==> src/cct_pkg.sv <==
// Constants, enumerations and shared types of the cycle timing and address decode core
package cct_pkg;
   localparam int unsigned STATES_PER_CYCLE = 6;
   localparam logic [2:0]  ALE_FIRST_STATE  = 3'h1;
   localparam logic [2:0]  ALE_SECOND_STATE = 3'h4;
   localparam logic [2:0]  FETCH_B_STATE    = 3'h4;
   localparam logic [7:0]  SP_RESET         = 8'h07;
   localparam logic [7:0]  PSW_RESET        = 8'h00;
   localparam logic [7:0]  B_RESET          = 8'h00;
   localparam logic [15:0] PC_RESET         = 16'h0000;
   localparam int unsigned BANK_SEL_LSB     = 3;
   localparam int unsigned BANK_SEL_MSB     = 4;
   localparam logic [7:0]  BANK_TOP         = 8'h1F;
   localparam logic [7:0]  BIT_AREA_LO      = 8'h20;
   localparam logic [7:0]  BIT_AREA_HI      = 8'h2F;
   localparam logic [7:0]  LOWER_TOP        = 8'h7F;
   localparam logic [15:0] ONCHIP_EXTENDED_RAM_BASE        = 16'hF400;
   localparam logic [15:0] BOOT_TOP         = 16'h01FF;
   localparam int unsigned BOOT_BYTES       = 512;
   localparam int unsigned IDATA_BYTES      = 256;
   localparam int unsigned ONCHIP_EXTENDED_RAM_BYTES       = 3072;
   localparam int unsigned SPECIAL_BYTES    = 128;
   localparam int unsigned CTRL_ONCHIP_EXTENDED_RAM_BIT    = 0;
   localparam int unsigned CTRL_BOOT_BIT    = 1;
   localparam logic [3:0]  REG_SP           = 4'h0;
   localparam logic [3:0]  REG_B            = 4'h1;
   localparam logic [3:0]  REG_PSW          = 4'h2;
   localparam logic [3:0]  REG_CTRL         = 4'h3;
   localparam logic [3:0]  REG_STATUS       = 4'h4;
   localparam logic [3:0]  REG_PC_LO        = 4'h5;
   localparam logic [3:0]  REG_PC_HI        = 4'h6;
   localparam logic [3:0]  REG_OPCODE       = 4'h7;
   typedef enum logic [1:0] {
      OP_ONE_CYCLE = 2'h0,
      OP_TWO_CYCLE = 2'h1,
      OP_EXT_MOVE  = 2'h2,
      OP_MUL_DIV   = 2'h3
   } cct_op_class_t;
   typedef enum logic [1:0] {
      CYC_FIRST  = 2'h0,
      CYC_SECOND = 2'h1,
      CYC_THIRD  = 2'h3,
      CYC_FOURTH = 2'h2
   } cct_cyc_t;
   typedef struct packed {
      logic bank;
      logic bit_area;
      logic lower;
      logic upper;
      logic special;
      logic onchip_extended_ram;
      logic xext;
      logic boot;
   } cct_sel_t;
endpackage

==> src/cct_tim_if.sv <==
// State and phase strobes passed from the timing generator to the sequencer
`timescale 1ns/100ps
interface cct_tim_if;
   logic [2:0] st;
   logic       ph2;
   logic       osc;
   logic       ale;
   logic       cyc_end;
   modport src (output st, output ph2, output osc, output ale, output cyc_end);
   modport snk (input st, input ph2, input osc, input ale, input cyc_end);
endinterface

==> src/cct_timing.sv <==
// Machine cycle state and phase generator
`timescale 1ns/100ps
module cct_timing #(
   parameter int unsigned STATES = cct_pkg::STATES_PER_CYCLE
) (
   input  wire logic clk,
   input  wire logic rstn,
   cct_tim_if.src    tim
);
   localparam int unsigned LAST = 2 * STATES - 1;
   localparam int unsigned IW   = $clog2(2 * STATES);

   // ALE and fetch placement assume a cycle of five to seven states
   if (STATES < 5 || STATES > 7) begin : g_bad
      $error("cct_timing: unsupported state count");
   end

   typedef struct packed {
      logic [IW-1:0] idx;
      logic [2:0]    st;
      logic          ph2;
      logic          osc;
      logic          ale;
      logic          cyc_end;
   } cct_tim_state_t;

   cct_tim_state_t q;
   cct_tim_state_t n;

   always_comb begin
      n = q;
      n.idx = (q.idx == IW'(LAST)) ? '0 : q.idx + 1'b1;
      n.st = 3'(n.idx >> 1) + 3'h1;
      n.ph2 = n.idx[0];
      n.osc = ~n.idx[0];
      n.ale = (n.st == cct_pkg::ALE_FIRST_STATE && n.ph2)
           || (n.st == cct_pkg::ALE_FIRST_STATE + 3'h1 && !n.ph2)
           || (n.st == cct_pkg::ALE_SECOND_STATE && n.ph2)
           || (n.st == cct_pkg::ALE_SECOND_STATE + 3'h1 && !n.ph2);
      n.cyc_end = (n.idx == IW'(LAST));
   end

   // Reset parks on the last phase so the first edge after release opens state one
   always_ff @(posedge clk or negedge rstn) begin
      if (!rstn) begin
         q <= '0;
         q.idx <= IW'(LAST);
         q.st <= 3'(STATES);
         q.ph2 <= 1'b1;
      end else begin
         q <= n;
      end
   end

   assign tim.st = q.st;
   assign tim.ph2 = q.ph2;
   assign tim.osc = q.osc;
   assign tim.ale = q.ale;
   assign tim.cyc_end = q.cyc_end;
endmodule

==> src/cct_decode.sv <==
// Combinational decode of internal data, external data and code addresses
`timescale 1ns/100ps
module cct_decode (
   input  wire logic              [7:0]  idata_addr,
   input  wire logic                     idata_indirect,
   input  wire logic              [15:0] xdata_addr,
   input  wire logic                     xdata_move,
   input  wire logic                     onchip_extended_ram_on,
   input  wire logic                     boot_mode,
   input  wire logic              [15:0] code_addr,
   output cct_pkg::cct_sel_t             sel,
   output logic                   [11:0] onchip_extended_ram_off
);
   logic high_half;
   logic in_onchip_extended_ram;

   always_comb begin
      high_half = (idata_addr > cct_pkg::LOWER_TOP);
      in_onchip_extended_ram = (xdata_addr >= cct_pkg::ONCHIP_EXTENDED_RAM_BASE)
             && (32'(xdata_addr - cct_pkg::ONCHIP_EXTENDED_RAM_BASE) < cct_pkg::ONCHIP_EXTENDED_RAM_BYTES);
      sel = '0;
      sel.bank = (idata_addr <= cct_pkg::BANK_TOP);
      sel.bit_area = (idata_addr >= cct_pkg::BIT_AREA_LO)
                  && (idata_addr <= cct_pkg::BIT_AREA_HI);
      sel.lower = !high_half;
      sel.upper = high_half && idata_indirect;
      sel.special = high_half && !idata_indirect;
      // Only external data moves reach the extended RAM; other accesses see neither side
      sel.onchip_extended_ram = xdata_move && onchip_extended_ram_on && in_onchip_extended_ram;
      sel.xext = xdata_move && !(onchip_extended_ram_on && in_onchip_extended_ram);
      sel.boot = boot_mode && (code_addr <= cct_pkg::BOOT_TOP);
      onchip_extended_ram_off = sel.onchip_extended_ram ? 12'(xdata_addr - cct_pkg::ONCHIP_EXTENDED_RAM_BASE) : 12'h000;
   end
endmodule

==> src/cct_core.sv <==
// Instruction cycle sequencer, stack pointer, auxiliary register and memory selects
//
// Design decisions made here: the address map and the address-and-strobe port.
`timescale 1ns/100ps
module cct_core (
   input  wire logic                     clk,
   input  wire logic                     rstn,
   input  wire logic              [3:0]  reg_addr,
   input  wire logic              [7:0]  reg_wdata,
   input  wire logic                     reg_wr,
   input  wire logic                     reg_rd,
   output logic                   [7:0]  reg_rdata,
   output logic                   [15:0] code_addr,
   output logic                          code_rd,
   output logic                          code_boot_sel,
   input  wire logic              [7:0]  code_data,
   output logic                   [7:0]  opcode,
   output logic                   [7:0]  operand,
   input  wire cct_pkg::cct_op_class_t   op_class,
   input  wire logic                     op_two_byte,
   output logic                          instr_done,
   output cct_pkg::cct_cyc_t             machine_cycle,
   output logic                          oscillator_signal,
   output logic                          ale,
   input  wire logic                     stack_push,
   input  wire logic                     stack_pop,
   output logic                   [7:0]  stack_addr,
   output logic                          stack_we,
   output logic                          stack_re,
   output logic                   [7:0]  b_operand,
   input  wire logic              [7:0]  b_result,
   input  wire logic              [2:0]  reg_sel,
   output logic                   [7:0]  gpr_addr,
   output logic                   [7:0]  pointer_register_zero,
   output logic                   [7:0]  pointer_register_one,
   input  wire logic              [7:0]  idata_addr,
   input  wire logic                     idata_indirect,
   output cct_pkg::cct_sel_t             mem_sel,
   input  wire logic              [15:0] xdata_addr,
   output logic                          xdata_strobe,
   output logic                   [11:0] onchip_extended_ram_offset,
   input  wire logic                     hardware_powerdown_input,
   input  wire logic                     boot_mode_pin
);
   typedef struct packed {
      logic              hpd_meta;
      logic              hpd;
      logic              bmp_meta;
      logic              bmp;
      logic              started;
      logic              boot_mode;
      logic              onchip_extended_ram_on;
      logic [7:0]        sp;
      logic [7:0]        b;
      logic [7:0]        program_status_word;
      logic [7:0]        ir;
      logic [7:0]        operand;
      logic [15:0]       pc;
      logic [15:0]       code_addr;
      logic              code_rd;
      logic              code_back;
      logic              boot_sel;
      cct_pkg::cct_cyc_t cyc;
      logic              done;
      logic              xstrobe;
      logic [7:0]        stack_addr;
      logic              stack_we;
      logic              stack_re;
      logic [7:0]        gpr_addr;
      logic [7:0]        ptr0;
      logic [7:0]        ptr1;
      cct_pkg::cct_sel_t sel;
      logic [11:0]       onchip_extended_ram_off;
      logic [7:0]        rdata;
   } cct_core_state_t;

   cct_core_state_t   q;
   cct_core_state_t   n;
   cct_pkg::cct_sel_t dsel;
   cct_pkg::cct_sel_t csel;
   logic [11:0]       dxoff;
   logic [1:0]        bank;
   logic              last_cyc;
   logic              ext_move_second;
   cct_pkg::cct_cyc_t next_cyc;
   logic              sw_wr_sp;

   cct_tim_if tim ();

   cct_timing #(
      .STATES (cct_pkg::STATES_PER_CYCLE)
   ) u_timing (
      .clk  (clk),
      .rstn (rstn),
      .tim  (tim.src)
   );

   // Data side decode on the caller's addresses
   cct_decode u_dec_data (
      .idata_addr     (idata_addr),
      .idata_indirect (idata_indirect),
      .xdata_addr     (xdata_addr),
      .xdata_move     (q.xstrobe),
      .onchip_extended_ram_on        (q.onchip_extended_ram_on),
      .boot_mode      (q.boot_mode),
      .code_addr      (q.pc),
      .sel            (dsel),
      .onchip_extended_ram_off       (dxoff)
   );

   // Code side decode on the program counter, so the select leaves with the address
   cct_decode u_dec_code (
      .idata_addr     (8'h00),
      .idata_indirect (1'b0),
      .xdata_addr     (16'h0000),
      .xdata_move     (1'b0),
      .onchip_extended_ram_on        (1'b0),
      .boot_mode      (q.boot_mode),
      .code_addr      (q.pc),
      .sel            (csel),
      .onchip_extended_ram_off       ()
   );

   always_comb begin
      n = q;
      bank = q.program_status_word[cct_pkg::BANK_SEL_MSB:cct_pkg::BANK_SEL_LSB];
      unique case (op_class)
         cct_pkg::OP_ONE_CYCLE: last_cyc = (q.cyc == cct_pkg::CYC_FIRST);
         cct_pkg::OP_TWO_CYCLE: last_cyc = (q.cyc == cct_pkg::CYC_SECOND);
         cct_pkg::OP_EXT_MOVE:  last_cyc = (q.cyc == cct_pkg::CYC_SECOND);
         cct_pkg::OP_MUL_DIV:   last_cyc = (q.cyc == cct_pkg::CYC_FOURTH);
      endcase
      unique case (q.cyc)
         cct_pkg::CYC_FIRST:  next_cyc = cct_pkg::CYC_SECOND;
         cct_pkg::CYC_SECOND: next_cyc = cct_pkg::CYC_THIRD;
         cct_pkg::CYC_THIRD:  next_cyc = cct_pkg::CYC_FOURTH;
         cct_pkg::CYC_FOURTH: next_cyc = cct_pkg::CYC_FIRST;
      endcase
      // Before the first cycle the class input is meaningless, so start clean
      if (last_cyc || !q.started) begin
         next_cyc = cct_pkg::CYC_FIRST;
      end
      ext_move_second = (q.cyc == cct_pkg::CYC_SECOND)
                     && (op_class == cct_pkg::OP_EXT_MOVE);

      // Pin inputs: second stage only is read by logic
      n.hpd_meta = hardware_powerdown_input;
      n.hpd = q.hpd_meta;
      n.bmp_meta = boot_mode_pin;
      n.bmp = q.bmp_meta;
      // Chipmode strap is caught at reset release and while power-down is held
      if (!q.started || q.hpd) begin
         n.boot_mode = q.bmp;
      end

      n.code_rd = 1'b0;
      // Memory answers one cycle after the strobe, so the strobe is carried on to meet its byte
      n.code_back = q.code_rd;
      n.done = 1'b0;
      n.stack_we = 1'b0;
      n.stack_re = 1'b0;

      // Machine cycle boundary at the end of state six phase two
      if (tim.cyc_end) begin
         n.started = 1'b1;
         n.done = last_cyc && q.started;
         n.cyc = next_cyc;
         if (last_cyc && q.started && op_class == cct_pkg::OP_MUL_DIV) begin
            n.b = b_result;
         end
         n.xstrobe = (next_cyc == cct_pkg::CYC_SECOND)
                  && (op_class == cct_pkg::OP_EXT_MOVE) && q.started;
         if (!n.xstrobe) begin
            n.code_rd = 1'b1;
            n.code_addr = q.pc;
            n.boot_sel = csel.boot;
         end
      end

      // State four fetch, skipped in the second cycle of an external move
      // No fetch before the first cycle boundary: there is no instruction to feed yet
      if (tim.st == cct_pkg::FETCH_B_STATE - 3'h1 && tim.ph2 && !ext_move_second
          && q.started) begin
         n.code_rd = 1'b1;
         n.code_addr = q.pc;
         n.boot_sel = csel.boot;
      end

      // Returned code bytes are consumed only in the first machine cycle
      if (q.code_back && q.cyc == cct_pkg::CYC_FIRST && tim.ph2) begin
         if (tim.st == 3'h1) begin
            n.ir = code_data;
            n.pc = q.pc + 16'h0001;
         end else if (tim.st == cct_pkg::FETCH_B_STATE && op_two_byte) begin
            n.operand = code_data;
            n.pc = q.pc + 16'h0001;
         end
      end

      // Push takes priority when both arrive together; the pop is dropped
      sw_wr_sp = reg_wr && reg_addr == cct_pkg::REG_SP;
      if (stack_push) begin
         n.sp = q.sp + 8'h01;
         n.stack_addr = q.sp + 8'h01;
         n.stack_we = 1'b1;
      end else if (stack_pop) begin
         n.stack_addr = q.sp;
         n.stack_re = 1'b1;
         n.sp = q.sp - 8'h01;
      end else if (sw_wr_sp) begin
         n.sp = reg_wdata;
      end

      if (reg_wr) begin
         unique case (reg_addr)
            cct_pkg::REG_B: begin
               n.b = reg_wdata;
            end
            cct_pkg::REG_PSW: begin
               n.program_status_word = reg_wdata;
            end
            cct_pkg::REG_CTRL: begin
               if (reg_wdata[cct_pkg::CTRL_ONCHIP_EXTENDED_RAM_BIT]) begin
                  n.onchip_extended_ram_on = 1'b1;
               end
            end
            default: begin
            end
         endcase
      end
      // Software has no way to clear it; only power-down or reset do
      if (q.hpd) begin
         n.onchip_extended_ram_on = 1'b0;
      end

      n.gpr_addr = {3'h0, bank, reg_sel};
      n.ptr0 = {3'h0, bank, 3'h0};
      n.ptr1 = {3'h0, bank, 3'h1};
      n.sel = dsel;
      n.sel.boot = q.boot_sel;
      n.onchip_extended_ram_off = dxoff;

      n.rdata = 8'h00;
      if (reg_rd) begin
         unique case (reg_addr)
            cct_pkg::REG_SP:     n.rdata = q.sp;
            cct_pkg::REG_B:      n.rdata = q.b;
            cct_pkg::REG_PSW:    n.rdata = q.program_status_word;
            cct_pkg::REG_CTRL:   n.rdata = {6'h00, q.boot_mode, q.onchip_extended_ram_on};
            cct_pkg::REG_STATUS: n.rdata = {2'h0, q.cyc, tim.st, tim.ph2};
            cct_pkg::REG_PC_LO:  n.rdata = q.pc[7:0];
            cct_pkg::REG_PC_HI:  n.rdata = q.pc[15:8];
            cct_pkg::REG_OPCODE: n.rdata = q.ir;
            default:             n.rdata = 8'h00;
         endcase
      end
   end

   always_ff @(posedge clk or negedge rstn) begin
      if (!rstn) begin
         q <= '0;
         q.sp <= cct_pkg::SP_RESET;
         q.program_status_word <= cct_pkg::PSW_RESET;
         q.b <= cct_pkg::B_RESET;
         q.pc <= cct_pkg::PC_RESET;
         q.cyc <= cct_pkg::CYC_FIRST;
      end else begin
         q <= n;
      end
   end

   assign reg_rdata = q.rdata;
   assign code_addr = q.code_addr;
   assign code_rd = q.code_rd;
   // External code is selected whenever boot select is low; the board keeps the source pin low
   assign code_boot_sel = q.boot_sel;
   assign opcode = q.ir;
   assign operand = q.operand;
   assign instr_done = q.done;
   assign machine_cycle = q.cyc;
   assign oscillator_signal = tim.osc;
   assign ale = tim.ale;
   assign stack_addr = q.stack_addr;
   assign stack_we = q.stack_we;
   assign stack_re = q.stack_re;
   assign b_operand = q.b;
   assign gpr_addr = q.gpr_addr;
   assign pointer_register_zero = q.ptr0;
   assign pointer_register_one = q.ptr1;
   assign mem_sel = q.sel;
   assign xdata_strobe = q.xstrobe;
   assign onchip_extended_ram_offset = q.onchip_extended_ram_off;
endmodule

==> config.mk <==
export PLATFORM = sky130hd
export DESIGN_NAME = cct_core
export DESIGN_NICKNAME = d
export VERILOG_FILES = /design/src/cct_pkg.sv /design/src/cct_tim_if.sv /design/src/cct_timing.sv /design/src/cct_decode.sv /design/src/cct_core.sv
export SDC_FILE = /design/constraint.sdc
export NUM_CORES = 1
export LEC_CHECK = 0
export ABC_AREA = 1
export ABC_CLOCK_PERIOD_IN_PS = 4600
export BUFFER_PORTS_ARGS = -buffer_cell sky130_fd_sc_hd__buf_2
export CAP_MARGIN = 30
export CORE_UTILIZATION = 45
export DETAILED_ROUTE_END_ITERATION = 16
export GPL_TIMING_DRIVEN = 0
export PLACE_DENSITY = 0.71
export SLEW_MARGIN = 25
export SYNTH_ARGS = -nofsm -noshare
export SYNTH_HDL_FRONTEND = slang
export SYNTH_SLANG_ARGS = --single-unit
==> constraint.sdc <==
create_clock -name clk -period 4.6 [get_ports clk]
set_clock_uncertainty 0.2 [all_clocks]
set_input_delay 0.46 -clock clk [delete_from_list [all_inputs] [get_ports clk]]
set_output_delay 0.46 -clock clk [all_outputs]
set_load 0.02 [all_outputs]
== Word level (Yosys, flattened, before mapping) ==
Cells that the tools add are included.
Cells by class
  add/sub/neg operators: 7
  magnitude comparators: 7
  eq/ne operators: 24
  multiplexer cells: 32
  bitwise gates (word level): 2
  reduce and logical (&&, ||, !) cells: 53
Operators by type and width (count)
  2-to-1 mux 8 bit: 10
  case mux 8 bit (8 select lines): 1
  2-to-1 mux 17 bit: 3
  2-to-1 mux 16 bit: 3
  < comparator 32 x 12 -> 1 bit, second input constant: 1
  logical AND 1 bit: 25
  subtractor 16 x 16 -> 17 bit, second input constant: 1
  adder 16 x 1 -> 16 bit, second input constant: 1
  == test 4 x 3 -> 1 bit, second input constant: 4
  greater-or-equal comparator 16 bit, second input constant: 1
  less-or-equal comparator 16 x 9 -> 1 bit, second input constant: 1
  2-to-1 mux 12 bit: 1
  nonzero test 2 bit: 6
  subtractor 12 x 11 -> 12 bit, second input constant: 1
  == test 3 bit, second input constant: 3
  2-to-1 mux 1 bit: 9
  adder 8 x 1 -> 8 bit, second input constant: 1
  == test 2 bit, second input constant: 4
  == test 4 x 2 -> 1 bit, second input constant: 2
  == test 4 bit, second input constant: 2
  greater-or-equal comparator 8 x 6 -> 1 bit, second input constant: 1
  > comparator 8 x 7 -> 1 bit, second input constant: 1
  less-or-equal comparator 8 x 5 -> 1 bit, second input constant: 1
  less-or-equal comparator 8 x 6 -> 1 bit, second input constant: 1
  22 further kinds: 41
Word-level totals
  flip-flop bits (word level): 145
  word-level logic and storage cells: 167

== Logic depth before layout (Yosys ltp) ==
  depth after elaboration: 11
  gate-level depth with buffers: 10
  mapped depth without buffers: 10

== Cells and area by module ==
A second synthesis with hierarchy kept.
Unflattened totals
  cell total of the unflattened synthesis: 941
  area total of the unflattened synthesis: 7682.4 um^2
By module, submodules not included
  cct_core: times used 1, cells an instance 788, area each 6647.6 um^2, sequential area each 3256.9 um^2
  cct_timing: times used 1, cells an instance 53, area each 544.3 um^2, sequential area each 256.5 um^2
  cct_decode: times used 2, cells an instance 50, area each 245.2 um^2, sequential area each 0.0 um^2

== Worst setup path before layout ==
No wires, ideal clock.
  path kind: flip-flop to flip-flop
  start point: reg u_timing.q[7] (netlist name)
  end point: reg u_timing.q (netlist bit u_timing.tim.ale)
  library setup time: 0.117 ns
  arrival: 1.661 ns
  setup slack: 2.622 ns
  cell stages (with the launch flop): 11
  period minus slack after synthesis: 1.978 ns
  cell sequence: dfstp_2 ha_1 nand3_1 nand2_1 inv_1 ha_1 nand3b_1 nand2_1 nand2_1 nand3_1 nand2_1
RTL lines
  start, declared: RTL line cct_timing.sv:27  | cct_tim_state_t q;
  start signal, assigned: RTL line cct_timing.sv:51  | q <= n;

==> metrics.txt <==
count of antenna diodes in the layout 0; Worst setup startpoint u_timing.q[7]; data arrival time at the worst-slack endpoint about 2.4 ns; Worst R2R Setup Slack 2.37 ns; biggest fanout along the worst timing path 7; Seq/Total Area, Yosys between 40% and 50%; DRC errors left 0; sum of net half-perimeters after detailed placement roughly 13000 um; number of buffer and inverter instances along the worst setup path 1; critical path start-end classification reg -> reg; Critical Path Slowest Stage Cell sky130_fd_sc_hd__dfstp_2; Critical Path Source Type flop; number of buffers inserted by post-CTS setup repair 0; Syn Std Cell Area 7330 um^2; gpl congestion between 0.9 and 1; number of synthesized register bits 140; ratio of cells with drive above 1 in the final layout between 20% and 30%; dominant cell type by area after synthesis sky130_fd_sc_hd__dfrtp_1; overflow left after global routing 0; die area approximately 17000 um^2; proportion of power drawn by the clock network 38.0%; TritonCTS buffer count 17; Synth area leaders sky130_fd_sc_hd__dfrtp_1 45%, sky130_fd_sc_hd__nand2_1 11%, sky130_fd_sc_hd__buf_4 11%; synthesized area per cell a little over 8 um^2; number of maximum-capacitance violations 0; number of nets in the layout approximately 1200; TritonRoute pass-1 iters 5; endpoint with the worst hold slack mem_sel[5]; fin worst setup slack between 2 and 2.5 ns; power consumption 3804 uW; via-per-instance ratio 4.659; async set-or-reset flop fraction in the synthesized netlist 100.0%; peak ir drop on the vdd network 271.2 uV; post-route antenna net violation count 0; EDFF count, synth 0; count of input and output buffers ~160; Sw Ratio approximately 30%; static leakage 0.005076 uW; height of the chip 129.6 um; number of fill cells roughly 1400; DR iter-0 viols 424; Final period util 48.57%; sinks on the clock net 140; number of different library cells in the post-synthesis netlist 37; RSZ-0062 raised after global routing no; worst min-delay path category in -> reg; initial standard-cell utilization of the core 46.14%; number of buffers on the longest clock path 2; number of I/O pins 177; Slew @ Worst Pin 0.4971 ns; PostCTS Resize Cnt 0; highest cell delay on the worst timing path 0.60 ns; endpoint type of the worst setup path flop; P&R area growth vs syn 25.55%; level count of the clock H-tree 4; count of mapped cells out of synthesis about 900; Min-Delay Path Depth 2; R2R depth 10; global-route wire length before repair 28390 um; Power per Cell Area 413.3 nW/um^2; antenna violations before repair 1; CP dominant cell by count sky130_fd_sc_hd__nand2_1; die width around 130 um; worst slew margin relative to its limit between 60% and 70%; outcome completed; via count of the first global-routing pass ~5800; commonest cells in the synthesized netlist 215 x sky130_fd_sc_hd__nand2_1, 132 x sky130_fd_sc_hd__dfrtp_1, 106 x sky130_fd_sc_hd__inv_1, 103 x sky130_fd_sc_hd__buf_4, 70 x sky130_fd_sc_hd__nor2_1; sw power between 1000 and 1500 uW; R2R Path End u_timing.tim.ale; portion of total power attributed to combinational logic about 23%; placeable core region ~16000 um^2; setup slack at placement about 2.3 ns; Hold Crit Start idata_addr[7]; Worst-Skew Late Latency between 0.4 and 0.5 ns; Max Fclk approximately 450 MHz; row count 46; CTS Root Buffer Type sky130_fd_sc_hd__clkbuf_16; Ys Warns 0; detailed-route wire length 17560 um; final routed wire length divided by cell count ~13 um; pin count of the biggest net entering global routing 92; overall track demand over capacity in global routing 22.25%; internal power about 2700 uW; largest delay contributor family on the critical path simple AND/OR/NAND/NOR gates; Hold Violations, Final 0; Finish-stage setup viols 0; required time reported for the critical path endpoint between 4 and 5 ns; Reg-to-Reg Start u_timing.q[7]; ys flop type sky130_fd_sc_hd__dfrtp_1; clock tree from TritonCTS yes; TNS Setup 0 ns; clock-pin slew on the worst setup and hold paths 0.06 ns; Synth top area share 45.07%; leading cell type by number of instances after synthesis sky130_fd_sc_hd__nand2_1; final critical path time including I/O delays and setup approximately 2.2 ns; overall via count from detail_route 6140; Critical Path, Cell by Cell ha_1, nand3_1, nand2_1, inv_1, ha_1, nand3b_1, nand2_1, nand2_1, nand3_1, nand2_1; Slew Limit Fails 0; sequential fraction of design power 39.3%
routing by layer:
metal | share of wire, % | track usage [%] | wire length (um)
met1 | 45 | 28.06 | 7920
met2 | 47 | 37.18 | 8297
met3 | 5.9 | 5.491 | 1035
met4 | 1.7 | 7.866 | 296
met5 | 0.068 | 0 | 12
cells by family after synthesis:
| family | share of synthesized area, % |
|---|---|
| multiplexers | 0.4609 |
| flip-flops | 47.93 |
| AO/OA/AOI/OAI | 6.914 |
| AND/OR/NAND/NOR | 23.25 |
| other | 0.1025 |
| adder cells (fa/ha/maj) | 2.390 |
| XOR/XNOR | 1.673 |
| buffers and inverters | 17.28 |
sequential cells by signal, indices dropped and copies added (netlist names), 2 cells and up:
name	count
stack_addr	8
q	36
opcode	8
mem_sel	8
onchip_extended_ram_offset	12
u_timing.q	4
n	2
reg_rdata	8
gpr_addr	3
u_timing.tim.st	3
b_operand	8
machine_cycle	2
pointer_register_one	3
bank	2
code_addr	16
operand	8
timing repair:
| item | 4_1_cts | 5_1_grt |
|---|---|---|
| setup endpoints to repair | 0 | 0 |
| hold endpoints to repair | 55 | 0 |
| hold buffers | 10 | 0 |
cell usage in the layout, fill, tap and decap left out, types with 3 or more instances in the layout:
cell type                       netlist  routed
sky130_fd_sc_hd__nand4_1             21      21
sky130_fd_sc_hd__nor2_2               3       3
sky130_fd_sc_hd__inv_1              106     106
sky130_fd_sc_hd__dfstp_2              8       8
sky130_fd_sc_hd__mux2_2               3       3
sky130_fd_sc_hd__nand2_1            215     215
sky130_fd_sc_hd__nor2_1              70      70
sky130_fd_sc_hd__a21oi_1             17      17
sky130_fd_sc_hd__clkinv_2             0       5
sky130_fd_sc_hd__inv_2                3       3
sky130_fd_sc_hd__conb_1               2      15
sky130_fd_sc_hd__buf_2               10     167
sky130_fd_sc_hd__o22ai_1             10      10
sky130_fd_sc_hd__o21ai_0             45      45
sky130_fd_sc_hd__o211ai_1             9       9
sky130_fd_sc_hd__clkinv_1             3       3
sky130_fd_sc_hd__nand3_1             60      60
sky130_fd_sc_hd__clkbuf_16            0      17
sky130_fd_sc_hd__buf_4              103     103
sky130_fd_sc_hd__o21ai_1              3       3
sky130_fd_sc_hd__ha_1                14      14
sky130_fd_sc_hd__dlygate4sd3_1        0      10
sky130_fd_sc_hd__dfrtp_1            132     132
sky130_fd_sc_hd__xor2_1              14      14
sky130_fd_sc_hd__nor3_1              15      15
sky130_fd_sc_hd__clkbuf_1             3       4
sky130_fd_sc_hd__bufinv_16            0       4
worst max path at each step:
stage | end | slack (ns) | cells past startpoint
3_3_place_gp | code_addr[14] | 0.90 | 1
2_1_floorplan | u_timing.tim.ale | 2.62 | 10
3_5_place_dp | code_addr[15] | 2.34 | 10
5_1_grt | u_timing.tim.ale | 2.23 | 10
4_1_cts | u_timing.tim.ale | 2.40 | 10
6_report | u_timing.tim.ale | 2.37 | 10
layout make-up:
class                           count  area [um^2]  share of cell area [%]
Sequential cell                   140         3513                   38.18
Multi-Input combinational cell    532         2599                   28.24
Timing Repair Buffer              169        928.4                   10.09
Buffer                            117        845.8                   9.191
Clock buffer                       20        456.7                   4.963
Inverter                          112        420.4                   4.568
Tap cell                          216        270.3                   2.937
Clock inverter                     12        168.9                   1.835
per-stage QoR:
step / hold slack, ns / cell area [um^2] / instances / util (%)
CTS: 0.001106 / 9203 / 1318 / 57.93
global route: 0.02354 / 9203 / 1318 / 57.93
detailed placement: 0.1458 / 8477 / 1276 / 53.36
finish: 0.02029 / 9203 / 1318 / 57.93
global placement: 0.1348 / 8439 / 1275 / 53.13
floorplan: -0.03559 / 7378 / 901 / -
worst register-to-register path, cell delays in order (launching register included):
cell and delay, ns:
sky130_fd_sc_hd__dfstp_2 0.60, sky130_fd_sc_hd__ha_1 0.22, sky130_fd_sc_hd__nand3_1 0.12, sky130_fd_sc_hd__nand2_1 0.15, sky130_fd_sc_hd__inv_1 0.12, sky130_fd_sc_hd__ha_1 0.21
sky130_fd_sc_hd__nand3b_1 0.19, sky130_fd_sc_hd__nand2_1 0.13, sky130_fd_sc_hd__nand2_1 0.06, sky130_fd_sc_hd__nand3_1 0.06, sky130_fd_sc_hd__nand2_1 0.05
power groups by stage:
stage	clock [uW]	combinational (uW)	sequential [uW]
2_1_floorplan	0	613	1480
3_5_place_dp	0	858	1510
5_1_grt	1530	963	1510
4_1_cts	1480	870	1490
3_3_place_gp	0	840	1510
6_report	1450	864	1490
Note: power is estimated with default switching activity, not from simulation.
